==> config.mk <==
export PLATFORM = sky130hd
export DESIGN_NAME = sidl_top
export DESIGN_NICKNAME = d
export VERILOG_FILES = /design/src/logic/sidl_pkg.sv /design/src/logic/sidl_top.sv /design/src/logic/sidl_sync.sv
export VERILOG_INCLUDE_DIRS = /design/src /design/src/logic
export SDC_FILE = /design/constraint.sdc
export NUM_CORES = 1
export LEC_CHECK = 0
export ABC_AREA = 1
export BUFFER_PORTS_ARGS = -buffer_cell sky130_fd_sc_hd__buf_2
export CAP_MARGIN = 10
export CELL_PAD_IN_SITES_DETAIL_PLACEMENT = 0
export CELL_PAD_IN_SITES_GLOBAL_PLACEMENT = 1
export CORE_MARGIN = 1
export CORE_UTILIZATION = 40
export DETAILED_ROUTE_END_ITERATION = 8
export GPL_TIMING_DRIVEN = 0
export PLACE_DENSITY_LB_ADDON = 0.1
export SLEW_MARGIN = 20
export SYNTH_ARGS = -nofsm -noshare
export SYNTH_HDL_FRONTEND = slang
export SYNTH_SLANG_ARGS = --single-unit
export TNS_END_PERCENT = 5
==> constraint.sdc <==
create_clock -name pclk -period 3.5 [get_ports pclk]
set_input_delay 0.35 -clock pclk [delete_from_list [all_inputs] [get_ports pclk]]
set_output_delay 0.35 -clock pclk [all_outputs]
set_load 0.02 [all_outputs]
==> src/logic/sidl_params.svh <==
// Register offsets, field positions, masks and reset values of the serial
// interrupt and DMA request block.
// Assumes inclusion by bare name from the package and design modules.
//
// Notes on behaviour
// - Enable-set writes of one enable receive/transmit/empty.
// - Error flag clears only on written one.
// - Any detected error sets the error flag.
// - Enabled slave select fall sets flag, wakes.
// - Receive request while data waits, dropped on read.
// - Transmit request while buffer empty, dropped on write.
// - Only empty and receive raise DMA; no events.
// - All five sources can wake the device.
// - Each source owns one flag, set on condition.
// - Request stands while flag and enable set.
// - Enable-clear writes of one disable; shared state.
`ifndef SIDL_PARAMS_SVH
`define SIDL_PARAMS_SVH

// ****************************************************************
// Register byte offsets
// ****************************************************************
`define SIDL_OFF_CTRL 8'h00
`define SIDL_OFF_EN_CLR 8'h10
`define SIDL_OFF_EN_SET 8'h14
`define SIDL_OFF_FLAG 8'h18
`define SIDL_OFF_FLAG_CLR 8'h1c
`define SIDL_OFF_ERR_STAT 8'h20
`define SIDL_OFF_DATA 8'h28

// ****************************************************************
// Flag and enable bit positions
// ****************************************************************
`define SIDL_BIT_DATA_REG_EMPTY 0
`define SIDL_BIT_TX_COMPLETE 1
`define SIDL_BIT_RX_COMPLETE 2
`define SIDL_BIT_SS_LOW 3
`define SIDL_BIT_ERROR 7

// ****************************************************************
// Control bit positions
// ****************************************************************
`define SIDL_CTRL_SS_LOW_DETECT_EN 0
`define SIDL_CTRL_SLAVE_MODE 1
`define SIDL_CTRL_MASTER_SS_HW_EN 2

// ****************************************************************
// Masks, widths and reset values
// ****************************************************************
`define SIDL_IRQ_MASK 8'h8f
`define SIDL_STICKY_MASK 8'h8a
`define SIDL_ERR_MASK 8'h1f
`define SIDL_CTRL_W 3
`define SIDL_ERR_W 5
`define SIDL_RST_BYTE 8'h00
`define SIDL_RST_WORD 32'h0000_0000
`define SIDL_RST_CTRL 3'h0
`define SIDL_SS_IDLE 1'b1
`define SIDL_SS_IDLE_STG 3'h7

`endif

==> src/logic/sidl_pkg.sv <==
// Types shared by the serial interrupt and DMA request block.
// Assumes the params header is on the include path.
`default_nettype none

`include "sidl_params.svh"

package sidl_pkg;

  typedef enum logic [0:0] {
    SIDL_APB_IDLE,
    SIDL_APB_ACCESS
  } sidl_apb_e;

  typedef struct packed {
    sidl_apb_e apb_st;
    logic pready;
    logic pslverr;
    logic [31:0] prdata;
    logic [`SIDL_CTRL_W-1:0] ctrl;
    logic [7:0] int_en;
    logic [7:0] flag;
    logic [7:0] err_stat;
    logic ss_prev;
    logic irq;
    logic wake;
    logic dma_rx;
    logic dma_tx;
    logic [31:0] tx_data;
    logic tx_wr;
    logic rx_rd;
    logic ss_o;
    logic ss_oe;
  } sidl_state_s;

endpackage : sidl_pkg

`default_nettype wire

==> src/logic/sidl_top.sv <==
// Interrupt, DMA request and slave select low detection of a serial unit.
// Assumes an APB master, a serial core on pclk and an async select pin.
//
// Our own choice: the APB register port.
`timescale 1ns/1ps
`default_nettype none

`include "sidl_params.svh"

module sidl_top (
  // Clock, reset and clock enable
  input wire logic pclk,
  input wire logic presetn,
  input wire logic pce,
  // APB slave
  input wire logic psel,
  input wire logic penable,
  input wire logic pwrite,
  input wire logic [7:0] paddr,
  input wire logic [31:0] pwdata,
  output logic [31:0] prdata,
  output logic pready,
  output logic pslverr,
  // Serial core status and events
  input wire logic tx_buf_empty,
  input wire logic rx_data_avail,
  input wire logic [31:0] rx_data,
  input wire logic tx_complete_evt,
  input wire logic collision_err,
  input wire logic sync_field_err,
  input wire logic buffer_overflow,
  input wire logic frame_err,
  input wire logic parity_err,
  input wire logic ss_drive_req,
  // Serial core data strobes
  output logic [31:0] tx_data,
  output logic tx_wr,
  output logic rx_rd,
  // Slave select pin
  input wire logic ss_n_i,
  output logic ss_n_o,
  output logic ss_n_oe,
  // Requests
  output logic irq,
  output logic wake,
  output logic dma_rx_req,
  output logic dma_tx_req
);
  import sidl_pkg::*;

  // ****************************************************************
  // Helpers
  // ****************************************************************
  function automatic logic hit(input logic [7:0] a, input logic [7:0] off);
    hit = (a == off);
  endfunction : hit

  // Sticky flag update: a set in the same cycle wins over a clear.
  function automatic logic [7:0] w1c(input logic [7:0] cur, input logic [7:0] set,
                                     input logic [7:0] clr);
    w1c = set | (cur & ~clr);
  endfunction : w1c

  // ****************************************************************
  // State
  // ****************************************************************
  sidl_state_s q;
  sidl_state_s n;
  logic ss_lvl;
  logic setup;
  logic acc_done;
  logic wr_acc;
  logic rd_acc;
  logic mapped;
  logic ss_fall;
  logic [4:0] err_evt;
  logic [7:0] flag_view;
  logic [7:0] pend;
  logic [7:0] set_v;
  logic [7:0] clr_v;
  logic [7:0] err_v;

  sidl_sync u_ss_sync (
    .pclk(pclk),
    .presetn(presetn),
    .pce(pce),
    .pin_i(ss_n_i),
    .level_r(ss_lvl)
  );

  // ****************************************************************
  // Next state
  // ****************************************************************
  always_comb begin
    n = q;
    err_evt = {parity_err, frame_err, buffer_overflow, sync_field_err, collision_err};
    setup = psel && !penable;
    acc_done = psel && penable && q.pready;
    wr_acc = acc_done && pwrite && !q.pslverr;
    rd_acc = acc_done && !pwrite && !q.pslverr;
    mapped = hit(paddr, `SIDL_OFF_CTRL) || hit(paddr, `SIDL_OFF_EN_CLR)
      || hit(paddr, `SIDL_OFF_EN_SET) || hit(paddr, `SIDL_OFF_FLAG)
      || hit(paddr, `SIDL_OFF_FLAG_CLR) || hit(paddr, `SIDL_OFF_ERR_STAT)
      || hit(paddr, `SIDL_OFF_DATA);
    // Empty and receive positions mirror the core directly.
    flag_view = q.flag & `SIDL_STICKY_MASK;
    flag_view[`SIDL_BIT_DATA_REG_EMPTY] = tx_buf_empty;
    flag_view[`SIDL_BIT_RX_COMPLETE] = rx_data_avail;
    pend = flag_view & q.int_en;
    // A falling select counts only in slave mode with detection on.
    ss_fall = q.ss_prev && !ss_lvl && q.ctrl[`SIDL_CTRL_SLAVE_MODE]
      && q.ctrl[`SIDL_CTRL_SS_LOW_DETECT_EN];
    set_v = `SIDL_RST_BYTE;
    set_v[`SIDL_BIT_TX_COMPLETE] = tx_complete_evt;
    set_v[`SIDL_BIT_SS_LOW] = ss_fall;
    set_v[`SIDL_BIT_ERROR] = |err_evt;
    clr_v = `SIDL_RST_BYTE;
    if (wr_acc && (hit(paddr, `SIDL_OFF_FLAG) || hit(paddr, `SIDL_OFF_FLAG_CLR))) begin
      clr_v = pwdata[7:0] & `SIDL_STICKY_MASK;
    end
    err_v = `SIDL_RST_BYTE;
    if (wr_acc && hit(paddr, `SIDL_OFF_ERR_STAT)) begin
      err_v = pwdata[7:0] & `SIDL_ERR_MASK;
    end

    n.ss_prev = ss_lvl;
    n.flag = w1c(q.flag, set_v, clr_v) & `SIDL_STICKY_MASK;
    n.err_stat = w1c(q.err_stat, {3'h0, err_evt}, err_v) & `SIDL_ERR_MASK;
    n.tx_wr = 1'b0;
    n.rx_rd = 1'b0;

    // APB: ready one cycle after setup, no wait states.
    case (q.apb_st)
      SIDL_APB_IDLE: begin
        n.pready = 1'b0;
        if (setup) begin
          n.apb_st = SIDL_APB_ACCESS;
          n.pready = 1'b1;
          n.pslverr = !mapped;
          n.prdata = `SIDL_RST_WORD;
          if (!pwrite) begin
            if (hit(paddr, `SIDL_OFF_CTRL)) begin
              n.prdata[`SIDL_CTRL_W-1:0] = q.ctrl;
            end else if (hit(paddr, `SIDL_OFF_EN_CLR) || hit(paddr, `SIDL_OFF_EN_SET)) begin
              n.prdata[7:0] = q.int_en;
            end else if (hit(paddr, `SIDL_OFF_FLAG)) begin
              n.prdata[7:0] = flag_view;
            end else if (hit(paddr, `SIDL_OFF_ERR_STAT)) begin
              n.prdata[7:0] = q.err_stat;
            end else if (hit(paddr, `SIDL_OFF_DATA)) begin
              n.prdata = rx_data;
            end
          end
        end
      end
      SIDL_APB_ACCESS: begin
        n.pready = 1'b0;
        n.pslverr = 1'b0;
        n.apb_st = SIDL_APB_IDLE;
        if (wr_acc) begin
          if (hit(paddr, `SIDL_OFF_CTRL)) begin
            n.ctrl = pwdata[`SIDL_CTRL_W-1:0];
          end else if (hit(paddr, `SIDL_OFF_EN_SET)) begin
            n.int_en = q.int_en | (pwdata[7:0] & `SIDL_IRQ_MASK);
          end else if (hit(paddr, `SIDL_OFF_EN_CLR)) begin
            n.int_en = q.int_en & ~(pwdata[7:0] & `SIDL_IRQ_MASK);
          end else if (hit(paddr, `SIDL_OFF_DATA)) begin
            n.tx_wr = 1'b1;
            n.tx_data = pwdata;
          end
        end
        if (rd_acc && hit(paddr, `SIDL_OFF_DATA)) begin
          n.rx_rd = 1'b1;
        end
      end
      default: begin
        n.apb_st = SIDL_APB_IDLE;
        n.pready = 1'b0;
      end
    endcase

    // Interrupt and wake stand while an enabled flag is set.
    n.irq = |pend;
    n.wake = |pend;
    // Only the receive and empty conditions request DMA.
    n.dma_rx = rx_data_avail && !n.rx_rd && !q.rx_rd;
    n.dma_tx = tx_buf_empty && !n.tx_wr && !q.tx_wr;
    // Select is driven only in master mode with hardware select.
    n.ss_oe = !q.ctrl[`SIDL_CTRL_SLAVE_MODE] && q.ctrl[`SIDL_CTRL_MASTER_SS_HW_EN];
    n.ss_o = !ss_drive_req;
  end

  always_ff @(posedge pclk or negedge presetn) begin
    if (!presetn) begin
      q <= '0;
      q.apb_st <= SIDL_APB_IDLE;
      q.ss_prev <= `SIDL_SS_IDLE;
      q.ss_o <= `SIDL_SS_IDLE;
    end else if (pce) begin
      q <= n;
    end
  end

  // ****************************************************************
  // Outputs
  // ****************************************************************
  assign prdata = q.prdata;
  assign pready = q.pready;
  assign pslverr = q.pslverr;
  assign tx_data = q.tx_data;
  assign tx_wr = q.tx_wr;
  assign rx_rd = q.rx_rd;
  assign ss_n_o = q.ss_o;
  assign ss_n_oe = q.ss_oe;
  assign irq = q.irq;
  assign wake = q.wake;
  assign dma_rx_req = q.dma_rx;
  assign dma_tx_req = q.dma_tx;
endmodule : sidl_top

`default_nettype wire

==> src/logic/sidl_sync.sv <==
// Three-stage synchroniser for a pin input with an agreement filter.
// Assumes the input is asynchronous to pclk.
`timescale 1ns/1ps
`default_nettype none

`include "sidl_params.svh"

module sidl_sync (
  // Clock and reset
  input wire logic pclk,
  input wire logic presetn,
  input wire logic pce,
  // Pin and result
  input wire logic pin_i,
  output logic level_r
);

  // ****************************************************************
  // Synchroniser stages
  // ****************************************************************
  logic [2:0] stg_r;

  // The level follows only once the second and third stages agree.
  always_ff @(posedge pclk or negedge presetn) begin
    if (!presetn) begin
      stg_r <= `SIDL_SS_IDLE_STG;
      level_r <= `SIDL_SS_IDLE;
    end else if (pce) begin
      stg_r <= {stg_r[1:0], pin_i};
      if (stg_r[1] == stg_r[2]) begin
        level_r <= stg_r[2];
      end
    end
  end

endmodule : sidl_sync

`default_nettype wire

**Word level (Yosys, flattened, before mapping)**

Index checks and enable logic that the tools add are counted.

- Memory bits (writable): 0
- Memory bits (read-only): 0
- Memories: 0
- Output and inout bits: 74
- Register bits: 98
- Bits of input ports: 88
- Latch bits: 0
- Word-level logic and storage cells: 111

- Mux-type cells: 23
- $lt $le $gt $ge: 0
- Reductions and logical operators: 47
- Shifts and indexed selects: 0
- Divide/modulo/power cells: 0
- Eq/ne operators: 8
- Bitwise gates (word level): 14
- Add/subtract/negate cells: 0
- $mul: 0

Operator list:

| operator | count |
|---|---|
| $mux 24 | 3 |
| $mux 32 | 2 |
| $mux 8 | 6 |
| $mux 35 | 1 |
| $eq 8x5->1 const B | 4 |
| $mux 29 | 1 |
| $and 8x8->8 | 3 |
| $logic_and 1x1->1 | 18 |
| $eq 8x6->1 const B | 2 |
| $not 8->8 | 2 |
| $or 8x8->8 | 2 |
| $logic_not 1->1 | 11 |
| $logic_not 8->1 | 1 |
| $logic_or 1x1->1 | 8 |
| $reduce_or 8->1 | 1 |
| $reduce_and 7->1 | 1 |
| $mux 1 | 6 |
| $pmux 3 s2 | 1 |
| $and 5x5->5 | 1 |
| $mux 5 | 1 |
| $not 5->5 | 1 |
| $or 5x5->5 | 1 |
| $reduce_and 5->1 | 1 |
| $reduce_or 5->1 | 1 |
| 9 further kinds | 13 |

**Longest topological paths before layout**

Gate-level depths: netlist of the first run.

- Word-level depth: 10
- Gate-level depth with buffers: 10
- Mapped depth without buffers: 9

**Cells and area by module**

From an unflattened synthesis of the first run, not the netlist that was laid out.

- Cell total of the unflattened synthesis: 571
- Area, all modules: 4875.9 sq um

By module, submodules not included:

| module | seq. area each (sq um) | times used | cells each | area each (sq um) |
|---|---|---|---|---|
| sidl_top | 2254.7 | 1 | 551 | 4707.0 |
| sidl_sync | 105.1 | 1 | 20 | 168.9 |

**Least setup slack after synthesis of the first run**

Ideal clock, no wire load.

- Path type: register to register
- Start point: register q[102] in the netlist's numbering
- End point: register q (netlist bit tx_data[19])
- Stages on the path, launching flop included: 8
- Required time: 3.383 ns
- Period minus slack after synthesis: 1.530 ns
- Path buffers: 2
- Setup slack: 1.970 ns
- Arrival time: 1.413 ns
- Cells stage by stage: dfrtp_1 > nand3_1 > nor3_2 > nand3_2 > buf_6 > buf_6 > nand2_1 > o21ai_2

- Longest elaborated chain between the ends: 1

Ends and longest elaborated chain:

| what | line | source |
|---|---|---|
| start, declared | sidl_top.sv:67 | `sidl_state_s q;` |
| start signal, assigned | sidl_top.sv:200 | `q <= n;` |
| $reduce_and 7->1 (no source line) | -- |  |

Every way passes these cells.
A chain may end at the register's enable or synchronous reset.

==> results of run 1 <==
synthesized netlist by cell type (all sizes together):
cell type | n | area (um2)
a21oi | 2 | 10.0
nand3b | 1 | 7.51
nand3 | 23 | 135
o211ai | 1 | 7.51
nand2 | 141 | 532
nor3 | 3 | 20.0
o31ai | 6 | 45.0
or2 | 4 | 25.0
dfstp | 6 | 158
nand4 | 4 | 25.0
buf | 75 | 583
dfrtp | 88 | 2200
clkbuf | 6 | 22.5
a221oi | 1 | 8.76
inv | 90 | 338
nor2 | 24 | 124
o21ai | 89 | 603
per-layer routing:
layer  track usage [%]  vias to the layer above
met5                 0                        -
li1                  -                     2029
met4              8.27                        0
met1              26.4                     1800
met2              31.1                      125
met3              3.73                       16
layout by cell type (no fill, tap or decap), types with 2 or more instances in the layout:
| cell | count |
|---|---|
| nor2_1 | 18 |
| buf_4 | 68 |
| nand3_2 | 4 |
| or2_2 | 4 |
| inv_2 | 2 |
| o21ai_2 | 42 |
| nor3_1 | 2 |
| nor2_2 | 4 |
| clkbuf_8 | 3 |
| nand2_1 | 140 |
| dfrtp_1 | 88 |
| inv_1 | 88 |
| clkbuf_16 | 9 |
| buf_6 | 7 |
| nand4_1 | 4 |
| clkinvlp_4 | 2 |
| clkbuf_1 | 8 |
| dfstp_2 | 6 |
| o31ai_1 | 6 |
| nand3_1 | 19 |
| o21ai_1 | 9 |
| buf_2 | 160 |
| o21ai_0 | 38 |
| a21oi_1 | 2 |
worst paths after layout:
kind                       depth (start not counted)                 end                from  slack [ns]
hold / removal                                     2              ss_n_o        ss_drive_req        0.17
min in group asynchronous                          2          tx_data[6]             presetn        0.45
hold reg to reg                                    2  u_ss_sync.stg_r[2]  u_ss_sync.stg_r[2]        0.46
max in group asynchronous                          3          prdata[16]             presetn        2.42
setup reg to reg                                   5            register              q[102]        1.77
setup / recovery                                   5            register              q[102]        1.77
cell families after synthesis:
group / synth area share [%]
buffers and inverters: 19.5
flip-flops: 48.7
AO/OA/AOI/OAI: 13.9
AND/OR/NAND/NOR: 17.9
layout make-up:
type | instances | area [um2] | area share (%)
Inverter | 90 | 338 | 5.49
Clock buffer | 14 | 274 | 4.45
Tap cell | 143 | 179 | 2.91
Clock inverter | 2 | 15.0 | 0.244
Multi-Input combinational cell | 299 | 1540 | 25.1
Sequential cell | 94 | 2360 | 38.3
Buffer | 81 | 606 | 9.83
Timing Repair Buffer | 162 | 845 | 13.7
flip-flops by register name, indices dropped and copies added (netlist names), named ones only:
register           flops
dma_rx_req             1
dma_tx_req             1
flag_view              3
prdata                32
pslverr                1
q                     10
rx_rd                  1
ss_n_o                 1
ss_n_oe                1
tx_data               32
tx_wr                  1
u_ss_sync.level_r      1
u_ss_sync.stg_r        3
wake                   1
where the power goes:
group / switching (W) / total (W) / internal, W
registers: 0.0000123 / 0.00112 / 0.00111
logic: 0.000117 / 0.000187 / 0.0000702
clock network: 0.000402 / 0.000942 / 0.000541
through the flow:
| step | instance area (um2) | power, W | utilization [%] |
|---|---|---|---|
| finish | 6160 | 0.00225 | 53.0 |
| global route | 6160 | 0.00236 | 53.0 |
| CTS | 6160 | 0.00229 | 53.0 |
| detailed placement | 5860 | 0.00133 | 50.5 |
| global placement | 5830 | 0.00132 | 50.2 |
| floorplan | 4850 | 0.00122 | - |
==> flow_summary.toml, run 1 <==
[clocking]
cts_made_buffers = 9
hold_buffers = 1
clk_path_buf_depth = 2
post-cts-setup-buffers = 0
clk_latency_ns = 0.34
clk_pin_slew_worst_paths_ns = 0.06
numClockSinks = 94
ctsHtreeMaxLevel = 3
tritoncts = "yes"
cts-root-buf = "clkbuf_16"
cts_resized = 0

[setup_path]
critical_path_class = "reg2reg"
critPathBufInv = 0
worstPathRequired_ns = 3.72
critPathLaunchType = "register"
crit_slowest_cell = "nor3_2"
cp_max_fo = 10
crit_chain = "nand3_1, nor3_2, nand3_2, o21ai_0, o31ai_1"
cpPeakStageDelay_ns = 0.48
critPathTopFamily = "simple AND/OR/NAND/NOR gates"
endpoint_kind = "register"
crit_arrival_ns = 1.95

[final_layout]
fillers = 1151
drive_above_1_share_pct = 42.6
synthToLayoutAreaGrowth_pct = 27.1
nNetsFinal = 825
final_cells = 885
insertedDiodeCount = 0

[timing]
fmax_mhz = 578
worst_slew_pin_slew_ns = 0.592
final-max-slew-violation-count = 0
period_share_pct = 49.4
period_needed_ns = 1.73
final.setup.tns_ns = 0
relSlewSlack_pct = 60.3
setup_viol = 0
finalWorstSetupSlack_ns = 1.77
clock_skew_ns = 0.00696
hold_viol = 0
grt_setup_unrepaired = "false"
whs_ns = 0.172

[placement]
post-place-ws_ns = 1.69
dp_cells = 868
port_buffers = 160
globalplace.congestion = 0.845
hpwl_um = 8720

[die]
dieWidth_um = 112
rows = 39
io_pins = 162
die_area_mm2 = 0.0126
coreArea_mm2 = 0.0116
die_h_um = 112
start_util_pct = 41.7

[logic_synthesis]
netlist_area_mm2 = 0.00485
synth_area_per_cell_um2 = 8.59
yosysWarnings = 0
synthDistinctLibCells = 28
ys_ff_latch = 94
synth_cells = 564
synth_fp_nets = 652
ys_seq_area_share_pct = 48.7

[run_status]
violations = "DRC"
status = "complete, but fails checks"

[global_routing]
overflow = 0
gr-usage-all-layers_pct = 19.6
grt_pass1_wl_um = 19100
antenna_found_initial = 0
first_global_vias = 3876
grt_max_degree = 64

[run]
cap_violations = 0

[min_path]
hold_path_class = "in2reg"

[detailed_routing]
wirelength_um = 11500
drcViolationCount = 12
highest_layer = "met4"
dr.pass1.iters = 7
dr_wl_met3_um = 673
ant_nets = 0
avgViaCountPerCell = 4.49
post_drt_wl_per_cell_um = 13.0
wl_met2_um = 5260
met1_length_um = 5400
vias = 3970
drt_iter0_markers = 209

[pwr]
power_density_mw_per_mm2 = 366
leakage_nw = 3.59
vdd.ir_drop.worst_mv = 0.343
Power figures use the tool's default switching activity.
==> run 2, diff against run 1 <==
--- a/config.mk
+++ b/config.mk
@@ -12,7 +12,7 @@
 export CELL_PAD_IN_SITES_DETAIL_PLACEMENT = 0
 export CELL_PAD_IN_SITES_GLOBAL_PLACEMENT = 1
 export CORE_MARGIN = 1
-export CORE_UTILIZATION = 40
+export CORE_UTILIZATION = 37
 export DETAILED_ROUTE_END_ITERATION = 8
 export GPL_TIMING_DRIVEN = 0
 export PLACE_DENSITY_LB_ADDON = 0.1
==> constraint.sdc (replaced) <==
create_clock -name pclk -period 1.6 [get_ports pclk]
set_input_delay 0.16 -clock pclk [delete_from_list [all_inputs] [get_ports pclk]]
set_output_delay 0.16 -clock pclk [all_outputs]
set_load 0.02 [all_outputs]
==> flow_summary.toml, run 2 (synthesis results as in run 1) <==
[setup_path]
critPathLaunchType = "register"
critPathTopFamily = "buffers and inverters"
crit_slowest_cell = "dfrtp_2"
critPathBufInv = 3
cpPeakStageDelay_ns = 0.41
crit_chain = "nand3_2, nor3_4, buf_4, nand3_2, buf_6, buf_6, nand2_1, o21ai_1"
cp_max_fo = 10
reg2regPathDepth = 8
crit_arrival_ns = 1.68
r2r-start = "q[102]"
rrSetupSlack_ns = 0.14
r2r-end = "tx_data[5]"
cp-startpoint = "q[102]"
worstPathRequired_ns = 1.82
critical_path_class = "reg2reg"
endpoint_kind = "register"

[detailed_routing]
drcViolationCount = 0
dr.pass1.iters = 4
drt_iter0_markers = 187
wirelength_um = 11700
vias = 3982
avgViaCountPerCell = 4.34
post_drt_wl_per_cell_um = 12.8
ant_nets = 0

[die]
dieWidth_um = 116
coreArea_mm2 = 0.0127
start_util_pct = 38.2
rows = 41
die_h_um = 116
die_area_mm2 = 0.0136
io_pins = 162

[placement]
hpwl_um = 8990
globalplace.congestion = 0.882
port_buffers = 160
post-place-ws_ns = -0.173

[pwr]
power_density_mw_per_mm2 = 808
p_total_w = 0.00505
vdd.ir_drop.worst_mv = 0.529
leakage_nw = 3.61

[clocking]
tritoncts = "yes"
ctsHtreeMaxLevel = 3
cts-root-buf = "clkbuf_16"
clk_path_buf_depth = 2
clk_pin_slew_worst_paths_ns = 0.06
clk_latency_ns = 0.34
numClockSinks = 94
cts_made_buffers = 9

[run_status]
status = "finished, final reports clean"

[min_path]
holdPathEnd = "flag_view[1]"
hold_path_class = "in2reg"
worstHoldPathCells = 3
min_from = "tx_complete_evt"

[global_routing]
first_global_vias = 3770
grt_max_degree = 67
grt_pass1_wl_um = 18700
antenna_found_initial = 0
gr-usage-all-layers_pct = 18.4
overflow = 0

[final_layout]
final_common_cell = "buf_2"
fillers = 1314
drive_above_1_share_pct = 43.1
final_core_util_pct = 49.4
synthToLayoutAreaGrowth_pct = 29.1
final_cell_mix = "buf_2, nand2_1, inv_1"
insertedDiodeCount = 0
nNetsFinal = 828

[timing]
fmax_mhz = 685
relSlewSlack_pct = 61.7
clock_skew_ns = 0.00635
hold_viol = 0
grt_setup_unrepaired = "false"
worst_slew_pin_slew_ns = 0.575
finalWorstSetupSlack_ns = 0.140
setup_viol = 0
final-max-slew-violation-count = 0
whs_ns = 0.0224
period_needed_ns = 1.46
period_share_pct = 91.2

[run]
cap_violations = 0
==> run 2: power breakdown <==
part | total, W | switching [W] | internal, W
Combinational | 0.000416 | 0.000259 | 0.000157
Sequential | 0.00246 | 0.0000317 | 0.00243
Clock | 0.00218 | 0.000882 | 0.00130
==> run 2: final cells by class <==
type                       count  area [um2]  area share [%]
sequential                    94        2360            37.7
buffer                        81         606            9.68
tap                          172         215            3.44
clock buffer                  13         260            4.16
timing repair buffer         165         870            13.9
multi-input combinational    299        1560            25.0
inverter                      90         338            5.40
clock inverter                 3        42.5           0.680
==> run 2: timing repair <==
action,in CTS,in global routing
setup endpoints to repair,49,42
hold buffers,2,0
hold endpoints to repair,29,0
resized for setup,2,8
buffers inserted,2,0
pin swaps,1,1
==> run 2: layer usage <==
metal	track usage [%]	share of wire [%]
met5	0	0
met1	24.1	46
met2	29.4	46
met3	4.00	6.0
met4	7.78	2.0
==> run 2: worst max path at each step <==
stage                  end  slack [ns]  cells past startpoint
6_report        tx_data[5]        0.14                      8
5_1_grt         tx_data[5]        0.03                      8
4_1_cts         tx_data[5]        0.04                      8
3_5_place_dp    tx_data[5]       -0.17                      7
3_3_place_gp    prdata[14]       -0.66                      1
2_1_floorplan  tx_data[19]        0.07                      7
==> run 2: stage by stage <==
stage	std cells	cell area (um2)	TNS [ns]
after floorplan	564	4850	0
after global placement	896	5860	-63.94
after detailed placement	897	5900	-5.82
after CTS	917	6240	0
after global routing	917	6260	0
final	917	6260	0
==> run 2: worst min-delay path: cells and delay by family <==
family / cells / cell delay, ns
simple gates: 2 / 0.09
buf+inv: 1 / 0.08
==> run 3, diff against run 2 <==
--- a/config.mk
+++ b/config.mk
@@ -11,6 +11,7 @@
 export CAP_MARGIN = 10
 export CELL_PAD_IN_SITES_DETAIL_PLACEMENT = 0
 export CELL_PAD_IN_SITES_GLOBAL_PLACEMENT = 1
+export CORE_ASPECT_RATIO = 0.8
 export CORE_MARGIN = 1
 export CORE_UTILIZATION = 37
 export DETAILED_ROUTE_END_ITERATION = 8
==> flow_summary.toml, run 3 (synthesis results as in run 1) <==
[placement]
port_buffers = 160
globalplace.congestion = 0.832
dp_cells = 900
hpwl_um = 8970
place_area_mm2 = 0.00590

[global_routing]
grt_max_degree = 52
gr-usage-all-layers_pct = 18.5
overflow = 0
first_global_vias = 3957
antenna_found_initial = 0
grt_pass1_wl_um = 19200

[clocking]
cts-root-buf = "clkbuf_16"
cts_made_buffers = 9
clk_path_buf_depth = 2
clk_latency_ns = 0.34
numClockSinks = 94
ctsHtreeMaxLevel = 3
tritoncts = "yes"
clk_pin_slew_worst_paths_ns = 0.07

[final_layout]
final_cells = 919
fillers = 1329
drive_above_1_share_pct = 43.0
nNetsFinal = 828
synthToLayoutAreaGrowth_pct = 28.3
fin_area_mm2 = 0.00622
insertedDiodeCount = 0
final_common_cell = "buf_2"
final_cell_mix = "buf_2, nand2_1, inv_1, dfrtp_1, buf_4"
final_core_util_pct = 48.5

[timing]
period_needed_ns = 1.47
fmax_mhz = 679
relSlewSlack_pct = 63.5
hold_viol = 0
final-max-slew-violation-count = 0
period_share_pct = 92.1
grt_setup_unrepaired = "false"
setup_viol = 0
worst_slew_pin_slew_ns = 0.548
clock_skew_ns = 0.00680

[setup_path]
crit_arrival_ns = 1.71
critical_path_class = "reg2reg"
worstPathRequired_ns = 1.83
critPathLaunchType = "register"
endpoint_kind = "register"
cp_max_fo = 10

[die]
die_h_um = 104
rows = 37
start_util_pct = 37.8
io_pins = 162
die_area_mm2 = 0.0136
dieWidth_um = 130
coreArea_mm2 = 0.0128

[pwr]
power_density_mw_per_mm2 = 780
vdd.ir_drop.worst_mv = 0.447
leakage_nw = 3.59
p_total_w = 0.00485

[detailed_routing]
wirelength_um = 11900
ant_nets = 0
post_drt_wl_per_cell_um = 12.9
vias = 3980
dr.pass1.iters = 4
drt_iter0_markers = 174
drcViolationCount = 0
avgViaCountPerCell = 4.33

[run]
cap_violations = 0

[run_status]
status = "finished, final reports clean"

[min_path]
hold_path_class = "in2reg"
run 3: what timing repair did:
action | CTS | global route
endpoints found under the setup margin | 49 | 38
endpoints found under the hold margin | 44 | 0
buffers inserted | 2 | 0
hold buffers | 2 | 0
pin swaps | 1 | 1
gates resized for setup | 2 | 7
run 3: final timing paths:
kind / from / endpoint / cells past startpoint / slack, ns
worst max-delay path: q[102] / tx_data[14] / 8 / 0.13
worst min-delay path: ss_n_i / u_ss_sync.stg_r[0] / 3 / 0.04
worst max register to register: q[102] / tx_data[14] / 8 / 0.13
worst min register to register: u_ss_sync.stg_r[2] / u_ss_sync.stg_r[2] / 2 / 0.47
max in group asynchronous: presetn / q[40] / 3 / 0.62
min in group asynchronous: presetn / tx_data[23] / 2 / 0.31
run 3: worst max-delay path, stage by stage, from the launching register on:
cell and delay, ns:
dfrtp_1 0.42, nand3_2 0.13, nor3_4 0.16, buf_6 0.14
nand3_2 0.08, buf_6 0.16, buf_6 0.14, nand2_1 0.07
o21ai_2 0.05
run 3: cell type report:
| cell class | instances | area, um2 | area share, % |
|---|---|---|---|
| clock buffers | 10 | 229 | 3.68 |
| clock inverters | 5 | 36.3 | 0.584 |
| well taps | 175 | 219 | 3.52 |
| repair buffers | 165 | 873 | 14.0 |
| plain buffers | 81 | 606 | 9.74 |
| flip-flops and latches | 94 | 2360 | 38.0 |
| multi-input cells | 299 | 1560 | 25.0 |
| inverters | 90 | 338 | 5.43 |
run 3: through the flow:
step / hold slack [ns] / worst slack, ns / TNS, ns
floorplan: -0.136 / 0.0699 / 0
global placement: 0.323 / -0.648 / -63.73
detailed placement: 0.120 / -0.234 / -8.51
CTS: 0.0300 / 0.0387 / 0
global route: 0.0430 / 0.00559 / 0
finish: 0.0364 / 0.126 / 0
run 3: power by group:
part | switching, W | internal [W]
clock network | 0.000925 | 0.00105
registers | 0.0000305 | 0.00243
logic | 0.000262 | 0.000157
total | 0.00122 | 0.00363
run 3: metal layers:
metal,global-route usage [%],vias up,share of wire [%]
met3,4.06,15,5.9
met2,28.7,120,44
met1,25.8,1816,49
met4,5.40,0,1.3
met5,0,-,0
li1,-,2029,-
